==> src/hw/rca_pkg.sv <==
// constants shared by the calendar clock control block
// assumes a single 200 MHz bus clock and word-aligned register access
package rca_pkg;
   localparam int unsigned CLK_HZ      = 200_000_000;
   localparam int unsigned XTAL_HZ     = 32_768;
   // bus cycles per crystal period, rounded down
   localparam int unsigned XTAL_CYCLES = CLK_HZ / XTAL_HZ;
   localparam int unsigned PS_W        = 16;
   localparam int unsigned REG_AW      = 8;

   // crystal periods per tick, as log2, indexed by rate select code
   localparam int unsigned RATE_W [8]  = '{0, 7, 9, 11, 13, 14, 15, 16};
   localparam int unsigned TICK_64HZ   = 2;
   localparam int unsigned TICK_1HZ    = 6;

   localparam logic [7:0] OFS_SUB64  = 8'h00;
   localparam logic [7:0] OFS_SEC    = 8'h04;
   localparam logic [7:0] OFS_MIN    = 8'h08;
   localparam logic [7:0] OFS_HOUR   = 8'h0C;
   localparam logic [7:0] OFS_WDAY   = 8'h10;
   localparam logic [7:0] OFS_DAY    = 8'h14;
   localparam logic [7:0] OFS_MON    = 8'h18;
   localparam logic [7:0] OFS_YEAR   = 8'h1C;
   localparam logic [7:0] OFS_ALARM0 = 8'h20;
   localparam logic [7:0] OFS_CTRL1  = 8'h38;
   localparam logic [7:0] OFS_CTRL2  = 8'h3C;

   localparam logic [7:0] CTRL1_RST  = 8'h00;
   localparam logic [7:0] CTRL2_RST  = 8'h09;
   localparam logic [4:0] DAY_RST    = 5'h01;
   localparam logic [3:0] MON_RST    = 4'h1;

   localparam int unsigned C2_PEF    = 7;
   localparam int unsigned C2_PES    = 4;
   localparam int unsigned C2_RUN    = 3;
   localparam int unsigned C2_ADJ    = 2;
   localparam int unsigned C2_DIVRST = 1;
   localparam int unsigned C2_START  = 0;
   localparam int unsigned C1_CF     = 7;
   localparam int unsigned C1_CIE    = 4;
   localparam int unsigned C1_AIE    = 3;
   localparam int unsigned C1_AF     = 0;
   localparam int unsigned AL_EN     = 7;

   localparam logic [1:0] RESP_OKAY   = 2'h0;
   localparam logic [1:0] RESP_SLVERR = 2'h2;
endpackage : rca_pkg

==> src/hw/rca_reg_if.sv <==
// register access strobes between the bus slave and the clock core
// assumes all users sit on the same clock
`timescale 1ns/100ps
`default_nettype none
interface rca_reg_if;
   import rca_pkg::*;
   logic              wr_en;
   logic [REG_AW-1:0] wr_addr;
   logic [31:0]       wr_data;
   logic [3:0]        wr_strb;
   logic              wr_err;
   logic [REG_AW-1:0] rd_addr;
   logic [31:0]       rd_data;
   logic              rd_err;
   modport bus  (output wr_en, wr_addr, wr_data, wr_strb, rd_addr,
                 input  wr_err, rd_data, rd_err);
   modport regs (input  wr_en, wr_addr, wr_data, wr_strb, rd_addr,
                 output wr_err, rd_data, rd_err);
endinterface : rca_reg_if
`default_nettype wire

==> src/hw/rca_rtc_ctrl.sv <==
// calendar clock control core: control registers, counters, alarm compare
// assumes aresetn is the power-on reset; manual reset and standby never reach here
`timescale 1ns/100ps
`default_nettype none

// What this block does
// - control two is 8 bits, resets 0x09, retained
// - periodic flag drives periodic interrupt; write 0 clears
// - rate select 000 off, 1/256 s to 2 s
// - oscillator run bit stops or runs crystal
// - round seconds to 00 or next minute
// - rounding also resets divider; reads as 0
// - divider reset bit clears chain; reads 0
// - start bit halts or runs calendar counters
// - 64 Hz counter ignores start, obeys oscillator
// - alarm match sets alarm flag
// - alarm interrupt when alarm enable set
// - carry flag set on 64 Hz or seconds count
// - alarm flag: write 0 clears, 1 keeps
// - compare only enabled alarm fields, all equal
// - carry interrupt when carry enable set
module rca_rtc_ctrl
   import rca_pkg::*;
#(
   parameter int unsigned XTAL_DIV = XTAL_CYCLES
) (
   input  wire logic              aclk,
   input  wire logic              aresetn,
   input  wire logic [REG_AW-1:0] s_axi_awaddr,
   input  wire logic              s_axi_awvalid,
   output var  logic              s_axi_awready,
   input  wire logic [31:0]       s_axi_wdata,
   input  wire logic [3:0]        s_axi_wstrb,
   input  wire logic              s_axi_wvalid,
   output var  logic              s_axi_wready,
   output var  logic [1:0]        s_axi_bresp,
   output var  logic              s_axi_bvalid,
   input  wire logic              s_axi_bready,
   input  wire logic [REG_AW-1:0] s_axi_araddr,
   input  wire logic              s_axi_arvalid,
   output var  logic              s_axi_arready,
   output var  logic [31:0]       s_axi_rdata,
   output var  logic [1:0]        s_axi_rresp,
   output var  logic              s_axi_rvalid,
   input  wire logic              s_axi_rready,
   output var  logic              periodic_irq,
   output var  logic              carry_irq,
   output var  logic              alarm_irq,
   output var  logic              xtal_osc_en
);
   typedef struct packed {
      logic [6:0] year;
      logic [3:0] mon;
      logic [4:0] day;
      logic [2:0] wday;
      logic [4:0] hour;
      logic [5:0] min;
      logic [5:0] sec;
   } rca_time_s;

   typedef struct packed {
      logic            periodic_flag;
      logic [2:0]      pes;
      logic            run;
      logic            start;
      logic            cf;
      logic            carry_irq_enable;
      logic            alarm_irq_enable;
      logic            af;
      logic [5:0]      sub64;
      rca_time_s       t;
      logic [5:0][7:0] alarm;
      logic            match_d;
      logic            p_irq;
      logic            c_irq;
      logic            a_irq;
   } rca_core_s;

   rca_core_s  c_reg;
   rca_core_s  c_next;
   rca_reg_if  rif ();
   logic [7:0] tick;
   logic       div_clear;
   logic [5:0] field_ok;
   logic [5:0][6:0] cur;
   logic       match;
   logic       we;
   logic [7:0] wd;

   function automatic logic [4:0] days_in(input logic [3:0] m, input logic [6:0] y);
      logic [4:0] d;
      d = 5'd31;
      if (m == 4'd2) begin
         d = (y[1:0] == 2'b00) ? 5'd29 : 5'd28;
      end else if (m == 4'd4 || m == 4'd6 || m == 4'd9 || m == 4'd11) begin
         d = 5'd30;
      end
      return d;
   endfunction : days_in

   // one minute forward with the carry rippling up to the year
   function automatic rca_time_s inc_min(input rca_time_s a);
      rca_time_s u;
      u = a;
      if (a.min != 6'd59) begin
         u.min = a.min + 6'd1;
      end else begin
         u.min = '0;
         if (a.hour != 5'd23) begin
            u.hour = a.hour + 5'd1;
         end else begin
            u.hour = '0;
            u.wday = (a.wday == 3'd6) ? 3'd0 : a.wday + 3'd1;
            if (a.day != days_in(a.mon, a.year)) begin
               u.day = a.day + 5'd1;
            end else begin
               u.day = 5'd1;
               if (a.mon != 4'd12) begin
                  u.mon = a.mon + 4'd1;
               end else begin
                  u.mon  = 4'd1;
                  u.year = (a.year == 7'd99) ? '0 : a.year + 7'd1;
               end
            end
         end
      end
      return u;
   endfunction : inc_min

   rca_axil_slave u_bus (
      .aclk    (aclk),
      .aresetn (aresetn),
      .awaddr  (s_axi_awaddr),
      .awvalid (s_axi_awvalid),
      .awready (s_axi_awready),
      .wdata   (s_axi_wdata),
      .wstrb   (s_axi_wstrb),
      .wvalid  (s_axi_wvalid),
      .wready  (s_axi_wready),
      .bresp   (s_axi_bresp),
      .bvalid  (s_axi_bvalid),
      .bready  (s_axi_bready),
      .araddr  (s_axi_araddr),
      .arvalid (s_axi_arvalid),
      .arready (s_axi_arready),
      .rdata   (s_axi_rdata),
      .rresp   (s_axi_rresp),
      .rvalid  (s_axi_rvalid),
      .rready  (s_axi_rready),
      .rif     (rif.bus)
   );

   assign we = rif.wr_en && rif.wr_strb[0];
   assign wd = rif.wr_data[7:0];

   // rounding and divider reset both restart the chain in the same write
   assign div_clear = we && (rif.wr_addr == OFS_CTRL2)
                      && (wd[C2_DIVRST] || wd[C2_ADJ]);

   rca_prescaler #(
      .XTAL_DIV (XTAL_DIV)
   ) u_div (
      .aclk      (aclk),
      .aresetn   (aresetn),
      .osc_run   (c_reg.run),
      .div_clear (div_clear),
      .tick      (tick)
   );

   assign cur[0] = {1'b0, c_reg.t.sec};
   assign cur[1] = {1'b0, c_reg.t.min};
   assign cur[2] = {2'b00, c_reg.t.hour};
   assign cur[3] = {4'h0, c_reg.t.wday};
   assign cur[4] = {2'b00, c_reg.t.day};
   assign cur[5] = {3'b000, c_reg.t.mon};

   for (genvar i = 0; i < 6; i++) begin : g_cmp
      assign field_ok[i] = !c_reg.alarm[i][AL_EN]
                           || (c_reg.alarm[i][6:0] == cur[i]);
   end

   // with no field armed there is nothing to match
   always_comb begin
      match = 1'b0;
      for (int i = 0; i < 6; i++) begin
         match = match | c_reg.alarm[i][AL_EN];
      end
      match = match && (&field_ok);
   end

   always_comb begin
      logic cf_set;
      logic pef_set;
      logic af_set;
      logic sec_adv;
      cf_set  = 1'b0;
      pef_set = 1'b0;
      af_set  = 1'b0;
      sec_adv = 1'b0;
      c_next  = c_reg;
      c_next.match_d = match;

      // sub-second count follows the oscillator only
      if (tick[TICK_64HZ]) begin
         c_next.sub64 = c_reg.sub64 + 6'h01;
         cf_set       = 1'b1;
      end
      if (tick[TICK_1HZ] && c_reg.start) begin
         sec_adv = 1'b1;
         cf_set  = 1'b1;
         if (c_reg.t.sec == 6'd59) begin
            c_next.t     = inc_min(c_reg.t);
            c_next.t.sec = '0;
         end else begin
            c_next.t.sec = c_reg.t.sec + 6'h01;
         end
      end
      pef_set = (c_reg.pes != 3'b000) && tick[c_reg.pes];
      af_set  = match && !c_reg.match_d;

      if (we) begin
         case (rif.wr_addr)
            OFS_SEC:  c_next.t.sec  = wd[5:0];
            OFS_MIN:  c_next.t.min  = wd[5:0];
            OFS_HOUR: c_next.t.hour = wd[4:0];
            OFS_WDAY: c_next.t.wday = wd[2:0];
            OFS_DAY:  c_next.t.day  = wd[4:0];
            OFS_MON:  c_next.t.mon  = wd[3:0];
            OFS_YEAR: c_next.t.year = wd[6:0];
            OFS_CTRL1: begin
               if (!wd[C1_CF]) begin
                  c_next.cf = 1'b0;
               end
               if (!wd[C1_AF]) begin
                  c_next.af = 1'b0;
               end
               c_next.carry_irq_enable = wd[C1_CIE];
               c_next.alarm_irq_enable = wd[C1_AIE];
            end
            OFS_CTRL2: begin
               if (!wd[C2_PEF]) begin
                  c_next.periodic_flag = 1'b0;
               end
               c_next.pes   = wd[C2_PES+2:C2_PES];
               c_next.run   = wd[C2_RUN];
               c_next.start = wd[C2_START];
               if (wd[C2_ADJ]) begin
                  // rounding works on the time as it stands, ignoring this cycle's tick
                  c_next.t = (c_reg.t.sec >= 6'd30) ? inc_min(c_reg.t) : c_reg.t;
                  c_next.t.sec = '0;
               end
            end
            default: begin
               for (int i = 0; i < 6; i++) begin
                  if (rif.wr_addr == OFS_ALARM0 + 8'(4 * i)) begin
                     c_next.alarm[i] = {wd[AL_EN], wd[6:0]};
                  end
               end
            end
         endcase
      end

      // hardware events beat a clear landing in the same cycle
      if (cf_set) begin
         c_next.cf = 1'b1;
      end
      if (pef_set) begin
         c_next.periodic_flag = 1'b1;
      end
      if (af_set) begin
         c_next.af = 1'b1;
      end
      c_next.p_irq = c_next.periodic_flag;
      c_next.c_irq = c_next.cf && c_next.carry_irq_enable;
      c_next.a_irq = c_next.af && c_next.alarm_irq_enable;
      if (sec_adv && we && rif.wr_addr == OFS_SEC) begin
         c_next.cf = 1'b1;
      end
   end

   // read decode; rounding and divider reset bits always read zero
   always_comb begin
      rif.rd_data = '0;
      rif.rd_err  = 1'b0;
      case (rif.rd_addr)
         OFS_SUB64: rif.rd_data[5:0] = c_reg.sub64;
         OFS_SEC:   rif.rd_data[5:0] = c_reg.t.sec;
         OFS_MIN:   rif.rd_data[5:0] = c_reg.t.min;
         OFS_HOUR:  rif.rd_data[4:0] = c_reg.t.hour;
         OFS_WDAY:  rif.rd_data[2:0] = c_reg.t.wday;
         OFS_DAY:   rif.rd_data[4:0] = c_reg.t.day;
         OFS_MON:   rif.rd_data[3:0] = c_reg.t.mon;
         OFS_YEAR:  rif.rd_data[6:0] = c_reg.t.year;
         OFS_CTRL1: begin
            rif.rd_data[C1_CF]  = c_reg.cf;
            rif.rd_data[C1_CIE] = c_reg.carry_irq_enable;
            rif.rd_data[C1_AIE] = c_reg.alarm_irq_enable;
            rif.rd_data[C1_AF]  = c_reg.af;
         end
         OFS_CTRL2: begin
            rif.rd_data[C2_PEF]            = c_reg.periodic_flag;
            rif.rd_data[C2_PES+2:C2_PES]   = c_reg.pes;
            rif.rd_data[C2_RUN]            = c_reg.run;
            rif.rd_data[C2_START]          = c_reg.start;
         end
         default: begin
            rif.rd_err = 1'b1;
            for (int i = 0; i < 6; i++) begin
               if (rif.rd_addr == OFS_ALARM0 + 8'(4 * i)) begin
                  rif.rd_data[7:0] = c_reg.alarm[i];
                  rif.rd_err       = 1'b0;
               end
            end
         end
      endcase
   end

   // unmapped writes are answered with an error and change nothing
   always_comb begin
      rif.wr_err = 1'b1;
      case (rif.wr_addr)
         OFS_SUB64, OFS_SEC, OFS_MIN, OFS_HOUR, OFS_WDAY,
         OFS_DAY, OFS_MON, OFS_YEAR, OFS_CTRL1, OFS_CTRL2: rif.wr_err = 1'b0;
         default: begin
            for (int i = 0; i < 6; i++) begin
               if (rif.wr_addr == OFS_ALARM0 + 8'(4 * i)) begin
                  rif.wr_err = 1'b0;
               end
            end
         end
      endcase
   end

   always_ff @(posedge aclk) begin
      if (!aresetn) begin
         c_reg         <= '0;
         c_reg.periodic_flag     <= CTRL2_RST[C2_PEF];
         c_reg.pes     <= CTRL2_RST[C2_PES+2:C2_PES];
         c_reg.run     <= CTRL2_RST[C2_RUN];
         c_reg.start   <= CTRL2_RST[C2_START];
         c_reg.cf      <= CTRL1_RST[C1_CF];
         c_reg.carry_irq_enable     <= CTRL1_RST[C1_CIE];
         c_reg.alarm_irq_enable     <= CTRL1_RST[C1_AIE];
         c_reg.af      <= CTRL1_RST[C1_AF];
         c_reg.t.day   <= DAY_RST;
         c_reg.t.mon   <= MON_RST;
      end else begin
         c_reg <= c_next;
      end
   end

   assign periodic_irq = c_reg.p_irq;
   assign carry_irq    = c_reg.c_irq;
   assign alarm_irq    = c_reg.a_irq;
   assign xtal_osc_en  = c_reg.run;
endmodule : rca_rtc_ctrl
`default_nettype wire

==> src/hw/rca_axil_slave.sv <==
// AXI4-Lite slave turning bus transfers into register strobes
// assumes the register side decodes reads combinationally
`timescale 1ns/100ps
`default_nettype none
module rca_axil_slave
   import rca_pkg::*;
(
   input  wire logic              aclk,
   input  wire logic              aresetn,
   input  wire logic [REG_AW-1:0] awaddr,
   input  wire logic              awvalid,
   output var  logic              awready,
   input  wire logic [31:0]       wdata,
   input  wire logic [3:0]        wstrb,
   input  wire logic              wvalid,
   output var  logic              wready,
   output var  logic [1:0]        bresp,
   output var  logic              bvalid,
   input  wire logic              bready,
   input  wire logic [REG_AW-1:0] araddr,
   input  wire logic              arvalid,
   output var  logic              arready,
   output var  logic [31:0]       rdata,
   output var  logic [1:0]        rresp,
   output var  logic              rvalid,
   input  wire logic              rready,
   rca_reg_if.bus                 rif
);
   typedef struct packed {
      logic              aw_held;
      logic [REG_AW-1:0] aw_addr;
      logic              w_held;
      logic [31:0]       w_data;
      logic [3:0]        w_strb;
      logic              bvalid;
      logic [1:0]        bresp;
      logic              rvalid;
      logic [31:0]       rdata;
      logic [1:0]        rresp;
   } rca_axs_s;

   rca_axs_s s_reg;
   rca_axs_s s_next;

   // address and data may arrive in either order; the write fires once both are held
   assign awready     = !s_reg.aw_held && !s_reg.bvalid;
   assign wready      = !s_reg.w_held && !s_reg.bvalid;
   assign arready     = !s_reg.rvalid;
   assign rif.wr_en   = s_reg.aw_held && s_reg.w_held && !s_reg.bvalid;
   assign rif.wr_addr = s_reg.aw_addr;
   assign rif.wr_data = s_reg.w_data;
   assign rif.wr_strb = s_reg.w_strb;
   assign rif.rd_addr = araddr;
   assign bvalid      = s_reg.bvalid;
   assign bresp       = s_reg.bresp;
   assign rvalid      = s_reg.rvalid;
   assign rdata       = s_reg.rdata;
   assign rresp       = s_reg.rresp;

   always_comb begin
      s_next = s_reg;
      if (awvalid && awready) begin
         s_next.aw_held = 1'b1;
         s_next.aw_addr = awaddr;
      end
      if (wvalid && wready) begin
         s_next.w_held = 1'b1;
         s_next.w_data = wdata;
         s_next.w_strb = wstrb;
      end
      if (rif.wr_en) begin
         s_next.aw_held = 1'b0;
         s_next.w_held  = 1'b0;
         s_next.bvalid  = 1'b1;
         s_next.bresp   = rif.wr_err ? RESP_SLVERR : RESP_OKAY;
      end else if (s_reg.bvalid && bready) begin
         s_next.bvalid = 1'b0;
      end
      if (arvalid && arready) begin
         s_next.rvalid = 1'b1;
         s_next.rdata  = rif.rd_data;
         s_next.rresp  = rif.rd_err ? RESP_SLVERR : RESP_OKAY;
      end else if (s_reg.rvalid && rready) begin
         s_next.rvalid = 1'b0;
      end
   end

   always_ff @(posedge aclk) begin
      if (!aresetn) begin
         s_reg <= '0;
      end else begin
         s_reg <= s_next;
      end
   end
endmodule : rca_axil_slave
`default_nettype wire

==> src/hw/rca_prescaler.sv <==
// crystal-rate timebase and binary divider chain producing periodic ticks
// assumes the crystal is modelled by counting bus clock cycles
`timescale 1ns/100ps
`default_nettype none
module rca_prescaler
   import rca_pkg::*;
#(
   parameter int unsigned XTAL_DIV = XTAL_CYCLES
) (
   input  wire logic       aclk,
   input  wire logic       aresetn,
   input  wire logic       osc_run,
   input  wire logic       div_clear,
   output var  logic [7:0] tick
);
   typedef struct packed {
      logic [15:0]     xcnt;
      logic [PS_W-1:0] div;
   } rca_ps_s;

   localparam logic [15:0] XTAL_LAST = 16'(XTAL_DIV - 1);

   rca_ps_s p_reg;
   rca_ps_s p_next;
   logic    xtick;

   // a stopped oscillator freezes the whole chain, so nothing downstream ticks
   assign xtick = osc_run && (p_reg.xcnt == XTAL_LAST);

   always_comb begin
      p_next = p_reg;
      if (osc_run) begin
         p_next.xcnt = xtick ? '0 : p_reg.xcnt + 16'h0001;
      end
      if (xtick) begin
         p_next.div = p_reg.div + 16'h0001;
      end
      if (div_clear) begin
         p_next.div  = '0;
         p_next.xcnt = '0;
      end
   end

   assign tick[0] = 1'b0;
   for (genvar i = 1; i < 8; i++) begin : g_tick
      // each rate fires as its slice of the divider rolls over
      assign tick[i] = xtick && (&p_reg.div[RATE_W[i]-1:0]) && !div_clear;
   end

   always_ff @(posedge aclk) begin
      if (!aresetn) begin
         p_reg <= '0;
      end else begin
         p_reg <= p_next;
      end
   end
endmodule : rca_prescaler
`default_nettype wire

==> config.mk <==
export PLATFORM = sky130hd
export DESIGN_NAME = rca_rtc_ctrl
export DESIGN_NICKNAME = d
export VERILOG_FILES = /design/src/hw/rca_pkg.sv /design/src/hw/rca_reg_if.sv /design/src/hw/rca_rtc_ctrl.sv /design/src/hw/rca_axil_slave.sv /design/src/hw/rca_prescaler.sv
export SDC_FILE = /design/constraint.sdc
export NUM_CORES = 1
export LEC_CHECK = 0
export ABC_AREA = 1
export BUFFER_PORTS_ARGS = -buffer_cell sky130_fd_sc_hd__buf_2
export CORE_MARGIN = 2
export CORE_UTILIZATION = 62
export DETAILED_ROUTE_END_ITERATION = 10
export PLACE_DENSITY_LB_ADDON = 0.25
export SLEW_MARGIN = 20
export SYNTH_ARGS = -nofsm -noshare
export SYNTH_HDL_FRONTEND = slang
export SYNTH_HIERARCHICAL = 1
export SYNTH_SLANG_ARGS = --single-unit
==> constraint.sdc <==
create_clock -name aclk -period 3.2 [get_ports aclk]
set_input_delay 0.64 -clock aclk [delete_from_list [all_inputs] [get_ports aclk]]
set_output_delay 0.64 -clock aclk [all_outputs]
set_load 0.02 [all_outputs]
# Word level (Yosys, flattened, before mapping)
# Index checks and enable logic that the tools add are counted.
[word_totals] reg_bits=168 latchBits=0 ramBits=0 romBits=0 inputBits=59 out_inout_bits=45 wordCells=298 n_memories=0
[classes] add_sub_neg=10 multipliers=0 div=0 magnitude_cmp=2 eq_ne=55 shifts=0 mux=93 n_bitwise=7 reduce_logical=94
[ops] operator="$eq 8x6->1 const B" count=16
[ops] operator="$mux 36" count=3
[ops] operator="$mux 8" count=12
[ops] operator="$mux 84" count=1
[ops] operator="$eq 8x5->1 const B" count=8
[ops] operator="$mux 5" count=10
[ops] operator="$mux 24" count=2
[ops] operator="$mux 48" count=1
[ops] operator="$mux 19" count=2
[ops] operator="$logic_and 1x1->1" count=35
[ops] operator="$add 16x1->16 const B" count=2
[ops] operator="$eq 8x4->1 const B" count=4
[ops] operator="$mux 1" count=31
[ops] operator="$mux 30" count=1
[ops] operator="$pmux 6 s2" count=2
[ops] operator="$reduce_and 3->1" count=8
[ops] operator="$mux 11" count=2
[ops] operator="$ne 4x4->1 const B" count=5
[ops] operator="$pmux 1 s10" count=2
[ops] operator="$pmux 5 s2" count=2
[ops] operator="$reduce_or 10->1" count=2
[ops] operator="$add 6x1->6 const B" count=3
[ops] operator="$mux 6" count=3
[ops] operator="$pmux 2 s9" count=1
[ops] operator="other kinds (57)" count=103

# Depth between registers and ports, before layout
[logic_depth] depth_word=19 mapped_depth=23 depth_no_buf=22

# By module
# The synthesis kept the hierarchy.
[by_module_without_submodules] mod="rca_rtc_ctrl" n_inst=1 cells_per_inst=1162 area_per_inst_um2=7258.2 seq_area_each_um2=2062.0
[by_module_without_submodules] mod="rca_axil_slave" n_inst=1 cells_per_inst=547 area_per_inst_um2=3922.5 seq_area_each_um2=1641.6
[by_module_without_submodules] mod="rca_prescaler" n_inst=1 cells_per_inst=300 area_per_inst_um2=1905.6 seq_area_each_um2=640.6

# Worst setup path before layout
# OpenSTA, ideal clock, no wires.
[synth_path] kind="register -> register" start="reg u_bus.s_reg (netlist bit u_bus/bvalid)" end="reg c_reg[87] (netlist name)" setup_time_ps=66 arrival_ps=3023 required_time_ps=3134 setup_slack_ps=111 stages_incl_launch_ff=24 n_path_buf=1 period_less_slack_ps=3089 path_cell_list="dfxtp_1 inv_1 nand3_1 inv_1 nand2_2 nor2_1 nand2_1 clkbuf_1 a21oi_1 nor3_4 nand2_2 inv_1 nand2_1 inv_1 nand2_4 nor2_8 nand2_4 clkinv_2 nand2_4 nand2_2 nand3_1 nand2_1 nand2_1 a21oi_2"
[synth_between] elab_chain_cells=12 word_cells_on_any_way=17 classes_between="eq/ne (4); mux (4); reduce/logical (9)"
[synth_lines] element="start, declared" line_no="rca_axil_slave.sv:42" text="rca_axs_s s_reg;"
[synth_lines] element="start signal, assigned" line_no="rca_axil_slave.sv:92" text="s_reg <= s_next;"
[synth_lines] element="$logic_not 1->1 (*)" line_no="rca_axil_slave.sv:49" text="assign rif.wr_en = s_reg.aw_held && s_reg.w_held && !s_reg.bvalid;"
[synth_lines] element="$logic_and 1x1->1 (*)" line_no="rca_axil_slave.sv:49"
[synth_lines] element="named net rif.wr_en" line_no="rca_reg_if.sv:7" text="logic wr_en;"
[synth_lines] element="$logic_and 1x1->1 (*)" line_no="rca_rtc_ctrl.sv:153" text="assign we = rif.wr_en && rif.wr_strb[0];"
[synth_lines] element="$logic_and 1x1->1 (*)" line_no="rca_rtc_ctrl.sv:157" text="assign div_clear = we && (rif.wr_addr == OFS_CTRL2)"
[synth_lines] element="$logic_and 1x1->1 (*)" line_no="rca_rtc_ctrl.sv:158" text="&& (wd[C2_DIVRST] || wd[C2_ADJ]);"
[synth_lines] element="named net div_clear" line_no="rca_rtc_ctrl.sv:83" text="logic div_clear;"
[synth_lines] element="$logic_not 1->1 (*)" line_no="rca_prescaler.sv:47" text="assign tick[i] = xtick && (&p_reg.div[RATE_W[i]-1:0]) && !div_clear;"
[synth_lines] element="$logic_and 1x1->1 (*)" line_no="rca_prescaler.sv:47"
[synth_lines] element="named net tick[6]" line_no="rca_rtc_ctrl.sv:82" text="logic [7:0] tick;"
[synth_lines] element="$logic_and 1x1->1 (*)" line_no="rca_rtc_ctrl.sv:208" text="if (tick[TICK_1HZ] && c_reg.start) begin"
[synth_lines] element="$mux 36 (*)" line_no="rca_rtc_ctrl.sv:208"
[synth_lines] element="$mux 36" line_no="rca_rtc_ctrl.sv:247" text="if (wd[C2_ADJ]) begin"
[synth_lines] element="$pmux 7 s2" line_no="rca_rtc_ctrl.sv:222" text="case (rif.wr_addr)"
[synth_lines] element="$mux 84 (*)" line_no="rca_rtc_ctrl.sv:221" text="if (we) begin"
[synth_lines] element="end signal, assigned" line_no="rca_rtc_ctrl.sv:348" text="c_reg <= c_next;"
[synth_lines] element="end, declared" line_no="rca_rtc_ctrl.sv:79" text="rca_core_s c_reg;"
# Mark *: on every way through the listed nets, which the timed path passes. The rest lies on a longest branch.
# A chain may end at the register's enable or synchronous reset.

# Worst setup path after layout
[layout_path] start="reg u_bus.s_reg (netlist bit u_bus/bvalid)" end="reg c_reg[86] (netlist name)"
# The elaborated chain is that of the path after synthesis.

==> results.ini <==
[outcome]
outcome=finished, final reports clean

[cts]
clk_path_buf_depth=2
ctsHtreeMaxLevel=4
tritoncts=built
root_buffer=clkbuf_16
cts_buffers=17
path_clk_slew_ps=80
cts.sinks=190
hold_buffers=0
clk_latency_ps=440

[power_and_ir_drop]
p_int_mw=3.60
powerDensity_nw_per_um2=404
p_total_mw=5.05
p_leak_nw=5.36
sequentialPowerShare_pct=49.2
ir_worst_vdd_uv=399
p_sw_share_pct=28.8
power.share.clock_pct=41.7
power_switching_mw=1.46
p_comb_share_pct=9.1

[setup_path]
r2r_cells=22
arrival_ps=3290
crit_fanout=8
criticalPathCategory=reg2reg
end_kind=register
r2r_slack_ps=250
r2r_start=u_bus/bvalid
cp_data_required_time_ps=3540
start_kind=register
timing.rr.end=c_reg[86]

[finish]
fin_util_pct=67.1
final_layout_size_suffix_gt1_share_pct=12.4
final.fill_count=1715
instances_no_fill=2080
fin_area_um2=12500
largest_reg_flops=99
diodes=0
fin_nets=1908
syn2layout_area_growth_pct=6.68

[detailed_routing]
drtIter0Drc=1248
drt-total-wl_um=33300
wire_per_inst_um=16.0
vias=11872
first_pass_iters=6
detail_route.vias_per_cell=5.71
drc=0
final_antenna_net_count=0

[worst_hold_path]
min_path_cells=2
min_to=c_reg[50]
hold_class=reg2reg
min_from=c_reg[50]

[global_route]
grt_pass1_wl_um=52800
antenna_found_initial=0
grt_pass1_vias=10439
groute.usage.overall_pct=32.9
gr-total-overflow=0
grt_max_degree=84

[placed_design]
preCtsSetupSlack_ps=29.5
dpl-instance-area_um2=11900
dp_cells=2048
portBuffers=74
dpl.hpwl_um=24700
gp_congestion=0.967

[timing]
timing.fmax_mhz=339
max-slew-margin-rel_pct=52.6
post-route-worst-setup-slack_ps=247
hold_violations=0
clock_skew_ps=13.2
worstMarginPinSlew_ps=711
final-setup-viol-count=0
drv_slew=0
period_needed_ps=2950
fin_tns_setup_ps=0
fin_crit_sh_pct=92.3
whs_ps=472
rsz0062_at_grt=no

[die]
start_util_pct=62.9
core-area_um2=18600
die_w_um=142
ioPinCount=104
row_count=50
die_height_um=142
die_area_um2=20000

[logic_synthesis]
netlist_area_um2=11700
syn_inst=1813
ys_warn_count=6
avgSynthCellArea_um2=6.47

[run]
cap_viol_max_count=0

## critical path, stage by stage, from the launching register on
cell      delay [ps]
dfxtp_2          350
inv_1            120
nand3_1          160
inv_1            130
nand2_2           80
nor2_1           150
nand2_1          120
a21oi_4          250
nor3_4            80
nand2_2           90
inv_1             80
nand2_1          160
inv_1            110
nand2_4          140
nor2_8            60
nand2_4          130
clkinv_2         140
nand2_4          150
nand2_2          100
nand3_1           80
nand2_1           50
nand2_1           70
a21oi_2           50
## metal layers
layer / share of wire, % / GRT usage (%) / vias up
li1: - / - / 5831
met1: 42 / 42.7 / 5378
met2: 45 / 53.7 / 557
met3: 8.6 / 6.14 / 106
met4: 4.2 / 14.0 / 0
met5: 0 / 0 / -
## repair_timing
item                                    CTS  global route
buffers inserted                          0             0
endpoints found under the hold margin     0             0
gates resized for setup                   0             3
endpoints found under the setup margin    0            23
## power groups by stage
stage	clock network, mW	logic (mW)	registers (mW)
floorplan	0	0.418	2.51
global placement	0	0.444	2.54
detailed placement	0	0.454	2.54
CTS	2.11	0.455	2.48
global route	2.21	0.505	2.49
finish	2.11	0.460	2.48
## cell type report
cell class                 count  area, um^2  area share [%]
clock buffer                  17         425            3.40
clock inverter                15         153            1.22
inverter                     215         811            6.48
multi-input combinational   1312        6470            51.7
sequential                   190        3800            30.4
tap                          234         293            2.34
timing repair buffer          97         556            4.44
## layout by cell type (no fill, tap or decap), types with 20 or more instances in the layout
cell     count
nand2_1    424
buf_2       74
nor2_1     236
o21ai_0    118
a21oi_1    147
nand3_1    119
nor3_1      31
dfxtp_1    189
xor2_1      20
inv_2       22
inv_1      189
conb_1      26
buf_4       22
o22ai_1     29
## worst max-delay path by stage
| stage | end | cells past startpoint | slack [ps] | start |
|---|---|---|---|---|
| 2_1_floorplan | c_reg[87] | 23 | 110 | u_bus/bvalid |
| 3_3_place_gp | c_reg[87] | 22 | 130 | u_bus/bvalid |
| 3_5_place_dp | c_reg[86] | 22 | 30 | u_bus/bvalid |
| 4_1_cts | c_reg[86] | 22 | 20 | u_bus/bvalid |
| 5_1_grt | c_reg[81] | 19 | 2 | u_div/p_reg[1] |
| 6_report | c_reg[86] | 22 | 250 | u_bus/bvalid |
No activity file was read; power rests on OpenSTA's default activity.
